`src/mdc_defines.svh`:
```
// offsets, write masks, select codes, reset values and timing counts of the motor configuration bank
`ifndef MDC_DEFINES_SVH
`define MDC_DEFINES_SVH
`define MDC_ADDR_CFG_A 8'h90
`define MDC_ADDR_CFG_B 8'h91
`define MDC_CFG_A_RESET 16'h0000
`define MDC_CFG_B_RESET 16'h0000
`define MDC_CFG_A_WMASK 16'hFFFF
`define MDC_CFG_B_WMASK 16'h7FFF
`define MDC_SS_OFF 2'h0
`define MDC_SS_5 2'h1
`define MDC_SS_10 2'h2
`define MDC_SS_15 2'h3
`define MDC_DITHER_5 4'h5
`define MDC_DITHER_10 4'hA
`define MDC_DITHER_15 4'hF
`define MDC_OL_BOTH 2'h0
`define MDC_OL_CLOSED_ONLY 2'h1
`define MDC_OL_FIRST_OPEN 2'h2
`define MDC_CLK_FREQ_KHZ 10000
`define MDC_OL_DELAY_MS 280
`endif

```
`src/mdc_pkg.sv`:
```
// types shared by the motor configuration bank
package mdc_pkg;
	// first configuration register layout, msb first
	typedef struct packed {
		logic [1:0] spread_spectrum_sel;
		logic [1:0] tach_openloop_sel;
		logic [3:0] tach_pole_divider;
		logic cycle_adjust_sel;
		logic [2:0] phase_res_exponent;
		logic [3:0] phase_res_mantissa;
	} mdc_cfg_a_t;
	// second configuration register layout, msb first
	typedef struct packed {
		logic reserved;
		logic [2:0] bemf_const_exponent;
		logic [3:0] bemf_const_mantissa;
		logic advance_timing_mode;
		logic [2:0] advance_exponent;
		logic [3:0] advance_mantissa;
	} mdc_cfg_b_t;
	// register access from the serial interface engine
	typedef struct packed {
		logic wr;
		logic rd;
		logic [7:0] addr;
		logic [15:0] wdata;
	} mdc_req_t;
	// register read answer
	typedef struct packed {
		logic ack;
		logic [15:0] rdata;
	} mdc_rsp_t;
	// motor loop status from the control core
	typedef struct packed {
		logic running;
		logic closed_loop;
		logic elec_speed;
		logic [7:0] supply;
		logic [7:0] bemf;
	} mdc_motor_t;
	// decoded settings for the control core
	typedef struct packed {
		logic dither_en;
		logic [3:0] dither_pct;
		logic half_cycle;
		logic [10:0] res_code;
		logic [10:0] bemf_code;
		logic [10:0] adv_setting;
		logic [10:0] adv_time;
	} mdc_cfg_out_t;
	// tach gating phases of one motor run
	typedef enum logic [4:0] {
		MDC_TG_IDLE = 5'b00001,
		MDC_TG_OPEN = 5'b00010,
		MDC_TG_WAIT = 5'b00100,
		MDC_TG_CLOSED = 5'b01000,
		MDC_TG_REOPEN = 5'b10000
	} mdc_tg_t;
endpackage

```
`src/mdc_config_regs.sv`:
```
// motor drive configuration registers, decode and tach output
`timescale 1ns/1ps
`default_nettype none
`include "mdc_defines.svh"
module mdc_config_regs
	import mdc_pkg::*;
#(
	parameter int unsigned OL_DELAY_CYC = `MDC_OL_DELAY_MS * `MDC_CLK_FREQ_KHZ
)
(
	input wire logic clk,
	input wire logic arst_n,
	input var mdc_req_t req,
	output var mdc_rsp_t rsp,
	input wire logic shadow_select,
	input wire logic [15:0] nv_cfg_a,
	input wire logic [15:0] nv_cfg_b,
	input var mdc_motor_t motor,
	output var mdc_cfg_out_t cfg_out,
	output logic tach_output
);
	typedef struct packed {
		mdc_cfg_a_t cfg_a;
		mdc_cfg_b_t cfg_b;
		mdc_rsp_t rsp;
		mdc_cfg_out_t cfg_out;
		mdc_tg_t tg;
		logic [21:0] delay_cnt;
		logic [3:0] div_cnt;
		logic speed_prev;
		logic tach;
	} mdc_state_t;

	mdc_state_t st;
	mdc_state_t next_st;
	mdc_cfg_a_t eff_a;
	mdc_cfg_b_t eff_b;
	logic tach_gate;
	logic speed_event;

	// mantissa shifted by exponent, widest case 15 << 7
	function automatic logic [10:0] mdc_shift_code(input logic [3:0] mant, input logic [2:0] expo);
		mdc_shift_code = 11'({7'h00, mant} << expo);
	endfunction

	// scale setting by (supply - bemf) / supply; bemf above supply clamps to zero
	function automatic logic [10:0] mdc_scale_adv(input logic [10:0] tset, input logic [7:0] u, input logic [7:0] e);
		logic [18:0] prod;
		prod = 19'h00000;
		if (u == 8'h00)
			mdc_scale_adv = tset;
		else if (e >= u)
			mdc_scale_adv = 11'h000;
		else
		begin
			prod = tset * (u - e);
			mdc_scale_adv = 11'(prod / {11'h000, u});
		end
	endfunction

	// settings in force: shadow registers or nonvolatile contents
	always_comb
	begin
		eff_a = shadow_select ? st.cfg_a : mdc_cfg_a_t'(nv_cfg_a);
		eff_b = shadow_select ? st.cfg_b : mdc_cfg_b_t'(nv_cfg_b & `MDC_CFG_B_WMASK);
	end

	// tach gating by loop phase and open-loop select
	always_comb
	begin
		case (eff_a.tach_openloop_sel)
			`MDC_OL_BOTH: tach_gate = motor.running;
			`MDC_OL_CLOSED_ONLY: tach_gate = (st.tg == MDC_TG_CLOSED);
			`MDC_OL_FIRST_OPEN: tach_gate = (st.tg == MDC_TG_OPEN) || (st.tg == MDC_TG_WAIT)
				|| (st.tg == MDC_TG_CLOSED);
			default: tach_gate = 1'b0; // reserved code drives nothing
		endcase
		// half-cycle counts both edges of the speed input, full-cycle only rising
		if (eff_a.cycle_adjust_sel)
			speed_event = motor.elec_speed ^ st.speed_prev;
		else
			speed_event = motor.elec_speed & ~st.speed_prev;
	end

	// next state of the whole bank
	always_comb
	begin
		next_st = st;
		next_st.rsp.ack = 1'b0;
		next_st.speed_prev = motor.elec_speed;
		// register writes; reserved bits never stored
		if (req.wr && req.addr == `MDC_ADDR_CFG_A)
			next_st.cfg_a = mdc_cfg_a_t'(req.wdata & `MDC_CFG_A_WMASK);
		if (req.wr && req.addr == `MDC_ADDR_CFG_B)
			next_st.cfg_b = mdc_cfg_b_t'(req.wdata & `MDC_CFG_B_WMASK);
		// reads answer one cycle later; unmapped reads return zero
		if (req.rd)
		begin
			next_st.rsp.ack = 1'b1;
			if (req.addr == `MDC_ADDR_CFG_A)
				next_st.rsp.rdata = 16'(eff_a);
			else if (req.addr == `MDC_ADDR_CFG_B)
				next_st.rsp.rdata = 16'(eff_b) & `MDC_CFG_B_WMASK;
			else
				next_st.rsp.rdata = 16'h0000;
		end
		// dither amount
		next_st.cfg_out.dither_en = (eff_a.spread_spectrum_sel != `MDC_SS_OFF);
		case (eff_a.spread_spectrum_sel)
			`MDC_SS_5: next_st.cfg_out.dither_pct = `MDC_DITHER_5;
			`MDC_SS_10: next_st.cfg_out.dither_pct = `MDC_DITHER_10;
			`MDC_SS_15: next_st.cfg_out.dither_pct = `MDC_DITHER_15;
			default: next_st.cfg_out.dither_pct = 4'h0;
		endcase
		next_st.cfg_out.half_cycle = eff_a.cycle_adjust_sel;
		next_st.cfg_out.res_code = mdc_shift_code(eff_a.phase_res_mantissa, eff_a.phase_res_exponent);
		next_st.cfg_out.bemf_code = mdc_shift_code(eff_b.bemf_const_mantissa, eff_b.bemf_const_exponent);
		next_st.cfg_out.adv_setting = mdc_shift_code(eff_b.advance_mantissa, eff_b.advance_exponent);
		// advance: fixed setting or scaled by remaining drive headroom
		if (eff_b.advance_timing_mode)
			next_st.cfg_out.adv_time = mdc_scale_adv(next_st.cfg_out.adv_setting, motor.supply, motor.bemf);
		else
			next_st.cfg_out.adv_time = next_st.cfg_out.adv_setting;
		// loop phase tracking; delay counts only while closed loop holds
		next_st.delay_cnt = 22'h000000;
		if (!motor.running)
			next_st.tg = MDC_TG_IDLE;
		else
		begin
			case (st.tg)
				MDC_TG_IDLE: next_st.tg = motor.closed_loop ? MDC_TG_WAIT : MDC_TG_OPEN;
				MDC_TG_OPEN: next_st.tg = motor.closed_loop ? MDC_TG_WAIT : MDC_TG_OPEN;
				MDC_TG_WAIT:
				begin
					if (!motor.closed_loop)
						next_st.tg = MDC_TG_REOPEN;
					else if (32'(st.delay_cnt) >= OL_DELAY_CYC - 1)
						next_st.tg = MDC_TG_CLOSED;
					else
						next_st.delay_cnt = st.delay_cnt + 22'h000001;
				end
				MDC_TG_CLOSED: next_st.tg = motor.closed_loop ? MDC_TG_CLOSED : MDC_TG_REOPEN;
				MDC_TG_REOPEN: next_st.tg = motor.closed_loop ? MDC_TG_WAIT : MDC_TG_REOPEN;
				default: next_st.tg = MDC_TG_IDLE;
			endcase
		end
		// pole divider: toggle after n+1 speed events
		if (!tach_gate)
		begin
			next_st.div_cnt = 4'h0;
			next_st.tach = 1'b0;
		end
		else if (speed_event)
		begin
			if (st.div_cnt >= eff_a.tach_pole_divider)
			begin
				next_st.div_cnt = 4'h0;
				next_st.tach = ~st.tach;
			end
			else
				next_st.div_cnt = st.div_cnt + 4'h1;
		end
	end

	// single state register; reset puts both config words at zero
	always_ff @(posedge clk or negedge arst_n)
	begin
		if (!arst_n)
		begin
			st <= '0;
			st.tg <= MDC_TG_IDLE;
		end
		else
			st <= next_st;
	end

	assign rsp = st.rsp;
	assign cfg_out = st.cfg_out;
	assign tach_output = st.tach;
endmodule
`default_nettype wire

```
`config.mk`:
```
export PLATFORM = sky130hd
export DESIGN_NAME = mdc_config_regs
export DESIGN_NICKNAME = d
export VERILOG_FILES = /design/src/mdc_pkg.sv /design/src/mdc_config_regs.sv
export VERILOG_INCLUDE_DIRS = /design/src
export SDC_FILE = /design/constraint.sdc
export NUM_CORES = 1
export LEC_CHECK = 0
export ABC_AREA = 1
export BUFFER_PORTS_ARGS = -buffer_cell sky130_fd_sc_hd__buf_2
export CAP_MARGIN = 20
export CORE_MARGIN = 8
export CORE_UTILIZATION = 60
export CTS_CLUSTER_DIAMETER = 50
export DETAILED_ROUTE_END_ITERATION = 10
export HOLD_SLACK_MARGIN = 0.15
export MAX_ROUTING_LAYER = met4
export PLACE_DENSITY = 0.78
export SLEW_MARGIN = 20
export SYNTH_ARGS = -nofsm -noshare
export SYNTH_HDL_FRONTEND = slang
export SYNTH_SLANG_ARGS = --single-unit
```
`constraint.sdc`:
```
create_clock -name clk -period 67.6 [get_ports clk]
set_input_delay 13.52 -clock clk [delete_from_list [all_inputs] [get_ports clk]]
set_output_delay 13.52 -clock clk [all_outputs]
set_load 0.01 [all_outputs]
```
* Word level (Yosys, flattened, before mapping) *
Cells that the tools add are included.

storage, ports and cells
  register bits after elaboration = 131
  bits of input ports = 80
  output and inout port bits = 68

cells by class
  add/subtract/negate cells = 3
  multiply operators = 1
  divide/modulo/power cells = 1
  magnitude comparators = 3
  equality and inequality tests = 15
  shift operators = 3
  muxes and demuxes = 28
  bitwise logic cells = 4
  reduce and logical (&&, ||, !) cells = 9

operators by type and width
  operator               count
  $mux 22                4
  $mux 11                3
  $shl 4x3->11           3
  $mux 16                2
  $mux 15                2
  $mux 5                 5
  $add 22x1->22 const B  1
  $ge 22x22->1 const B   1
  $pmux 5 s4             1
  $div 19x8->19          1
  $mul 12x9->19          1
  $mux 17                1
  $eq 8x8->1 const B     2
  $mux 4                 3
  $pmux 4 s3             1
  $sub 8x8->9            1
  $ge 8x8->1             1
  $logic_not 8->1        1
  $eq 2x2->1 const B     3
  $eq 5x1->1 const B     1
  $eq 5x2->1 const B     1
  $eq 5x3->1 const B     1
  $eq 5x4->1 const B     1
  $eq 5x5->1 const B     1
  17 further kinds       25

* Logic depth before layout (Yosys ltp) *
  depth in word-level cells = 7
  mapped depth = 301

* Worst setup path before layout *
OpenSTA, ideal clock, no wires.

  path kind = input -> register
  from = input port motor[8] (netlist bit)
  to = register st, in the netlist cfg_out[0]
  setup time = 0.116 ns
  arrival = 52.060 ns
  data required time = 67.484 ns
  slack = 15.423 ns
  stages = 285
  buffers on the path = 12
  cell sequence = inv_1 ha_1 inv_1 fa_1 nand2_1 nand2_1 o21ai_2 o21ai_0 xor2_1 inv_1 nand2_1 fa_1 fa_1 inv_1 fa_1 fa_1 inv_1 fa_1 [... 249 more ...] nand3_4 inv_2 buf_6 o21ai_1 ha_1 o21ai_0 nand2_1 a21oi_1 o221ai_1 a21oi_1 a21boi_1 nand2_1 nor2_1 nand2_1 nor2_1 nand2_1 nand2_1 nand2_1

RTL lines
  what                    line                    text
  start: declaration      mdc_config_regs.sv:18   input var mdc_motor_t motor,
  end signal: assignment  mdc_config_regs.sv:174  st <= next_st;
  end: declaration        mdc_config_regs.sv:34   mdc_state_t st;

==> flow_summary.yaml <==
status:
  outcome: "finished clean"
cts:
  cts_tree: "done"
  holdBufCountCts: 0
  root_buffer: "clkbuf_16"
  worst_setup_hold_path_clk_slew_ps: 70
  cts_sinks: 129
  clkLatencyLatePin_ps: 420
  post_cts_buffers: 0
  clock_path_buffers: 2
  cts_made_buffers: 17
  htree_levels: 4
  cts_resized: 0
critical_path:
  critPathMostFrequentCell: "nand2_1"
  cpPeakStageDelay_ps: 600
  cp_slowest_cell: "o21ai_1"
  critical_path_class: "in -> reg"
  r2r-end: "cfg_out[0]$_DFF_PN0_"
  critPathTopFamily: "compound AO/OA/AOI/OAI gates"
  critPathMaxFanout: 34
  required_ps: 67910
  reg2reg_from: "st[101]$_DFFE_PN0P_"
  path_buf_inv: 50
  critPathLaunchType: "input pin"
  rr_worst_depth: 271
  cp-end-kind: "register"
  timing.reg2reg.setup_slack_ps: 23640
  cp.arrival_ps: 57810
worst_hold_path:
  min_to: "st[6]$_DFF_PN0_"
  hp-start: "st[6]$_DFF_PN0_"
  worstHoldPathCells: 1
  hp-class: "reg -> reg"
sta:
  fin_setup_tns_ps: 0
  fin_worst_skew_ps: 8.78
  max_freq_mhz: 17.4
  rsz0062_at_grt: "false"
  maxSlewViolCount: 0
  slew_headroom_pct: 31.2
  worst_pin_slew_ps: 1030
  post-route-min-period_ps: 57500
  fin_crit_sh_pct: 85.1
  whs_ps: 460
  setup_violations: 0
  final-hold-violation-count: 0
finish:
  multiInputGateArea_um2: 11800
  n_fill_cell: 2631
  areaGrowthSynthToFinish_pct: 6.40
  finalNetCount: 2891
  drive_gt1_share_pct: 12.7
  final-seq-area_um2: 3230
  diodes: 0
routing:
  avgRoutedWirePerCell_um: 14.5
  drt_iter0_drc: 1038
  vias_per_cell: 5.46
  drc: 0
  ant_nets: 0
  first_pass_iters: 5
  routed_wl_um: 42700
  num_vias: 16100
floorplan:
  core-area_um2: 28500
  die_area_um2: 34500
  die_w_um: 186
  initial_core_util_pct: 60.6
  die_y_um: 186
  rows: 62
  io_pins: 148
synthesis:
  synthCells: 2493
  avgSynthCellArea_um2: 6.94
  yosys_most_used_dff: "dfrtp_1"
  synth.distinct_cells: 63
  ys_ff_latch: 129
  syn-cell-area_um2: 17300
  synth_fp_nets: 2829
  yosys_warnings: 0
  postSynth.asyncResetShare_pct: 100
  ys_seq_area_share_pct: 18.7
  synth_edf_count: 0
global_route:
  grt_pass1_vias: 16000
  antenna_found_initial: 0
  grtUsageTotal_pct: 26.1
  grt_overflow_total: 0
  grt_pass1_wl_um: 72400
  grt_max_degree: 74
place:
  gp_congestion: 0.907
  numPortBuffers: 146
  detailed_place_hpwl_um: 35000
flow_run:
  maxCapViolCount: 0
metrics by stage:
stage	setup WS (ps)	cell area, um^2	cells	util, %
after global placement	11340	17800	2920	62.5
after global routing	5570	18400	2952	64.5
after floorplan	15420	17300	2493	-
final	10100	18400	2952	64.5
after detailed placement	10020	17800	2920	62.5
after CTS	10330	18400	2952	64.5
worst register-to-register path, delay by kind of cell, from the launching register on:
kind	cells	cell delay [ps]
AO/OA/AOI/OAI	86	15910
buffers and inverters	47	4540
adder cells (fa/ha/maj)	25	8850
AND/OR/NAND/NOR	112	13820
flip-flops	1	380
multiplexers	1	410
final cells by class:
cell class / instances / share of cell area (%)
multi-input combinational: 1841 / 64.1
clock buffer: 18 / 2.38
timing repair buffer: 149 / 4.10
clock inverter: 14 / 0.768
sequential: 129 / 17.5
tap: 384 / 2.61
inverter: 417 / 8.51
registers in the layout, indices dropped and copies added (netlist names):
signal,flops
cfg_out,48
st,63
tach_output,1
rsp,17
per-layer routing:
metal  wire, um  part of all wire [%]  GRT usage (%)  up-vias
li1           -                     -              -     8057
met1      17800                    42           29.8     7507
met2      21000                    49           47.0      463
met3       2600                   6.1           2.95       95
met4       1280                   3.0           8.70        0
met5          0                     0              -        -
layout by cell type (no fill, tap or decap), types with 56 or more instances in the layout:
cell type,synthesis,routed
nand2_1,572,572
ha_1,191,191
fa_1,65,65
inv_1,377,377
buf_2,2,145
nand3_1,95,95
a21oi_1,81,81
xor2_1,56,56
o21ai_0,149,149
nor2_1,244,244
dfrtp_1,128,128
cell usage after synthesis (6+ instances only):
| cell | instances | area, um^2 |
|---|---|---|
| nand3b_1 | 10 | 75.1 |
| nand4_1 | 35 | 219 |
| inv_1 | 377 | 1420 |
| nor2_1 | 244 | 916 |
| nor2_2 | 9 | 56.3 |
| buf_6 | 6 | 67.6 |
| nand2_4 | 10 | 113 |
| a21o_1 | 20 | 150 |
| xor2_1 | 56 | 490 |
| mux2i_1 | 10 | 100 |
| o21a_1 | 6 | 45.0 |
| fa_1 | 65 | 1300 |
| dfrtp_1 | 128 | 3200 |
| ha_1 | 191 | 2390 |
| clkbuf_1 | 27 | 101 |
| o21ai_1 | 31 | 155 |
| inv_2 | 25 | 93.8 |
| nand3_1 | 95 | 475 |
| nor3_1 | 35 | 175 |
| nand2_1 | 572 | 2150 |
| nor2_4 | 9 | 101 |
| o211ai_1 | 7 | 52.6 |
| a31oi_1 | 9 | 56.3 |
| nand3_2 | 18 | 180 |
| clkinv_1 | 14 | 52.6 |
| or2_2 | 25 | 156 |
| o21bai_1 | 18 | 135 |
| buf_4 | 70 | 526 |
| o22ai_1 | 13 | 81.3 |
| o31ai_1 | 11 | 82.6 |
| o21ai_0 | 149 | 746 |
| nand2_2 | 24 | 150 |
| xnor2_1 | 34 | 298 |
| a21oi_1 | 81 | 405 |
logic make-up (layout without fill, tap and decap cells):
kind of cell / Yosys count / after routing / share of synthesized area (%)
AOI/OAI and AO/OA: 366 / 366 / 12.1
xor gates and xnor gates: 90 / 90 / 4.55
adders and majority gates: 256 / 256 / 21.3
buffers and inverters: 523 / 598 / 13.1
DFF: 129 / 129 / 18.7
muxes: 11 / 11 / 0.643
and+or+nand+nor: 1118 / 1118 / 29.5
worst max-delay path by stage:
stage	from	to	slack (ps)	cells after the start
2_1_floorplan	motor[8]	cfg_out[0]$_DFF_PN0_	15420	285
3_3_place_gp	shadow_select	cfg_out[0]$_DFF_PN0_	11340	277
3_5_place_dp	shadow_select	cfg_out[0]$_DFF_PN0_	10020	275
4_1_cts	shadow_select	cfg_out[0]$_DFF_PN0_	10330	275
5_1_grt	shadow_select	cfg_out[0]$_DFF_PN0_	5570	278
6_report	shadow_select	cfg_out[0]$_DFF_PN0_	10100	275
Power is not shown: default switching activity piles up to over one toggle a cycle in this logic, so the estimate is an artifact.
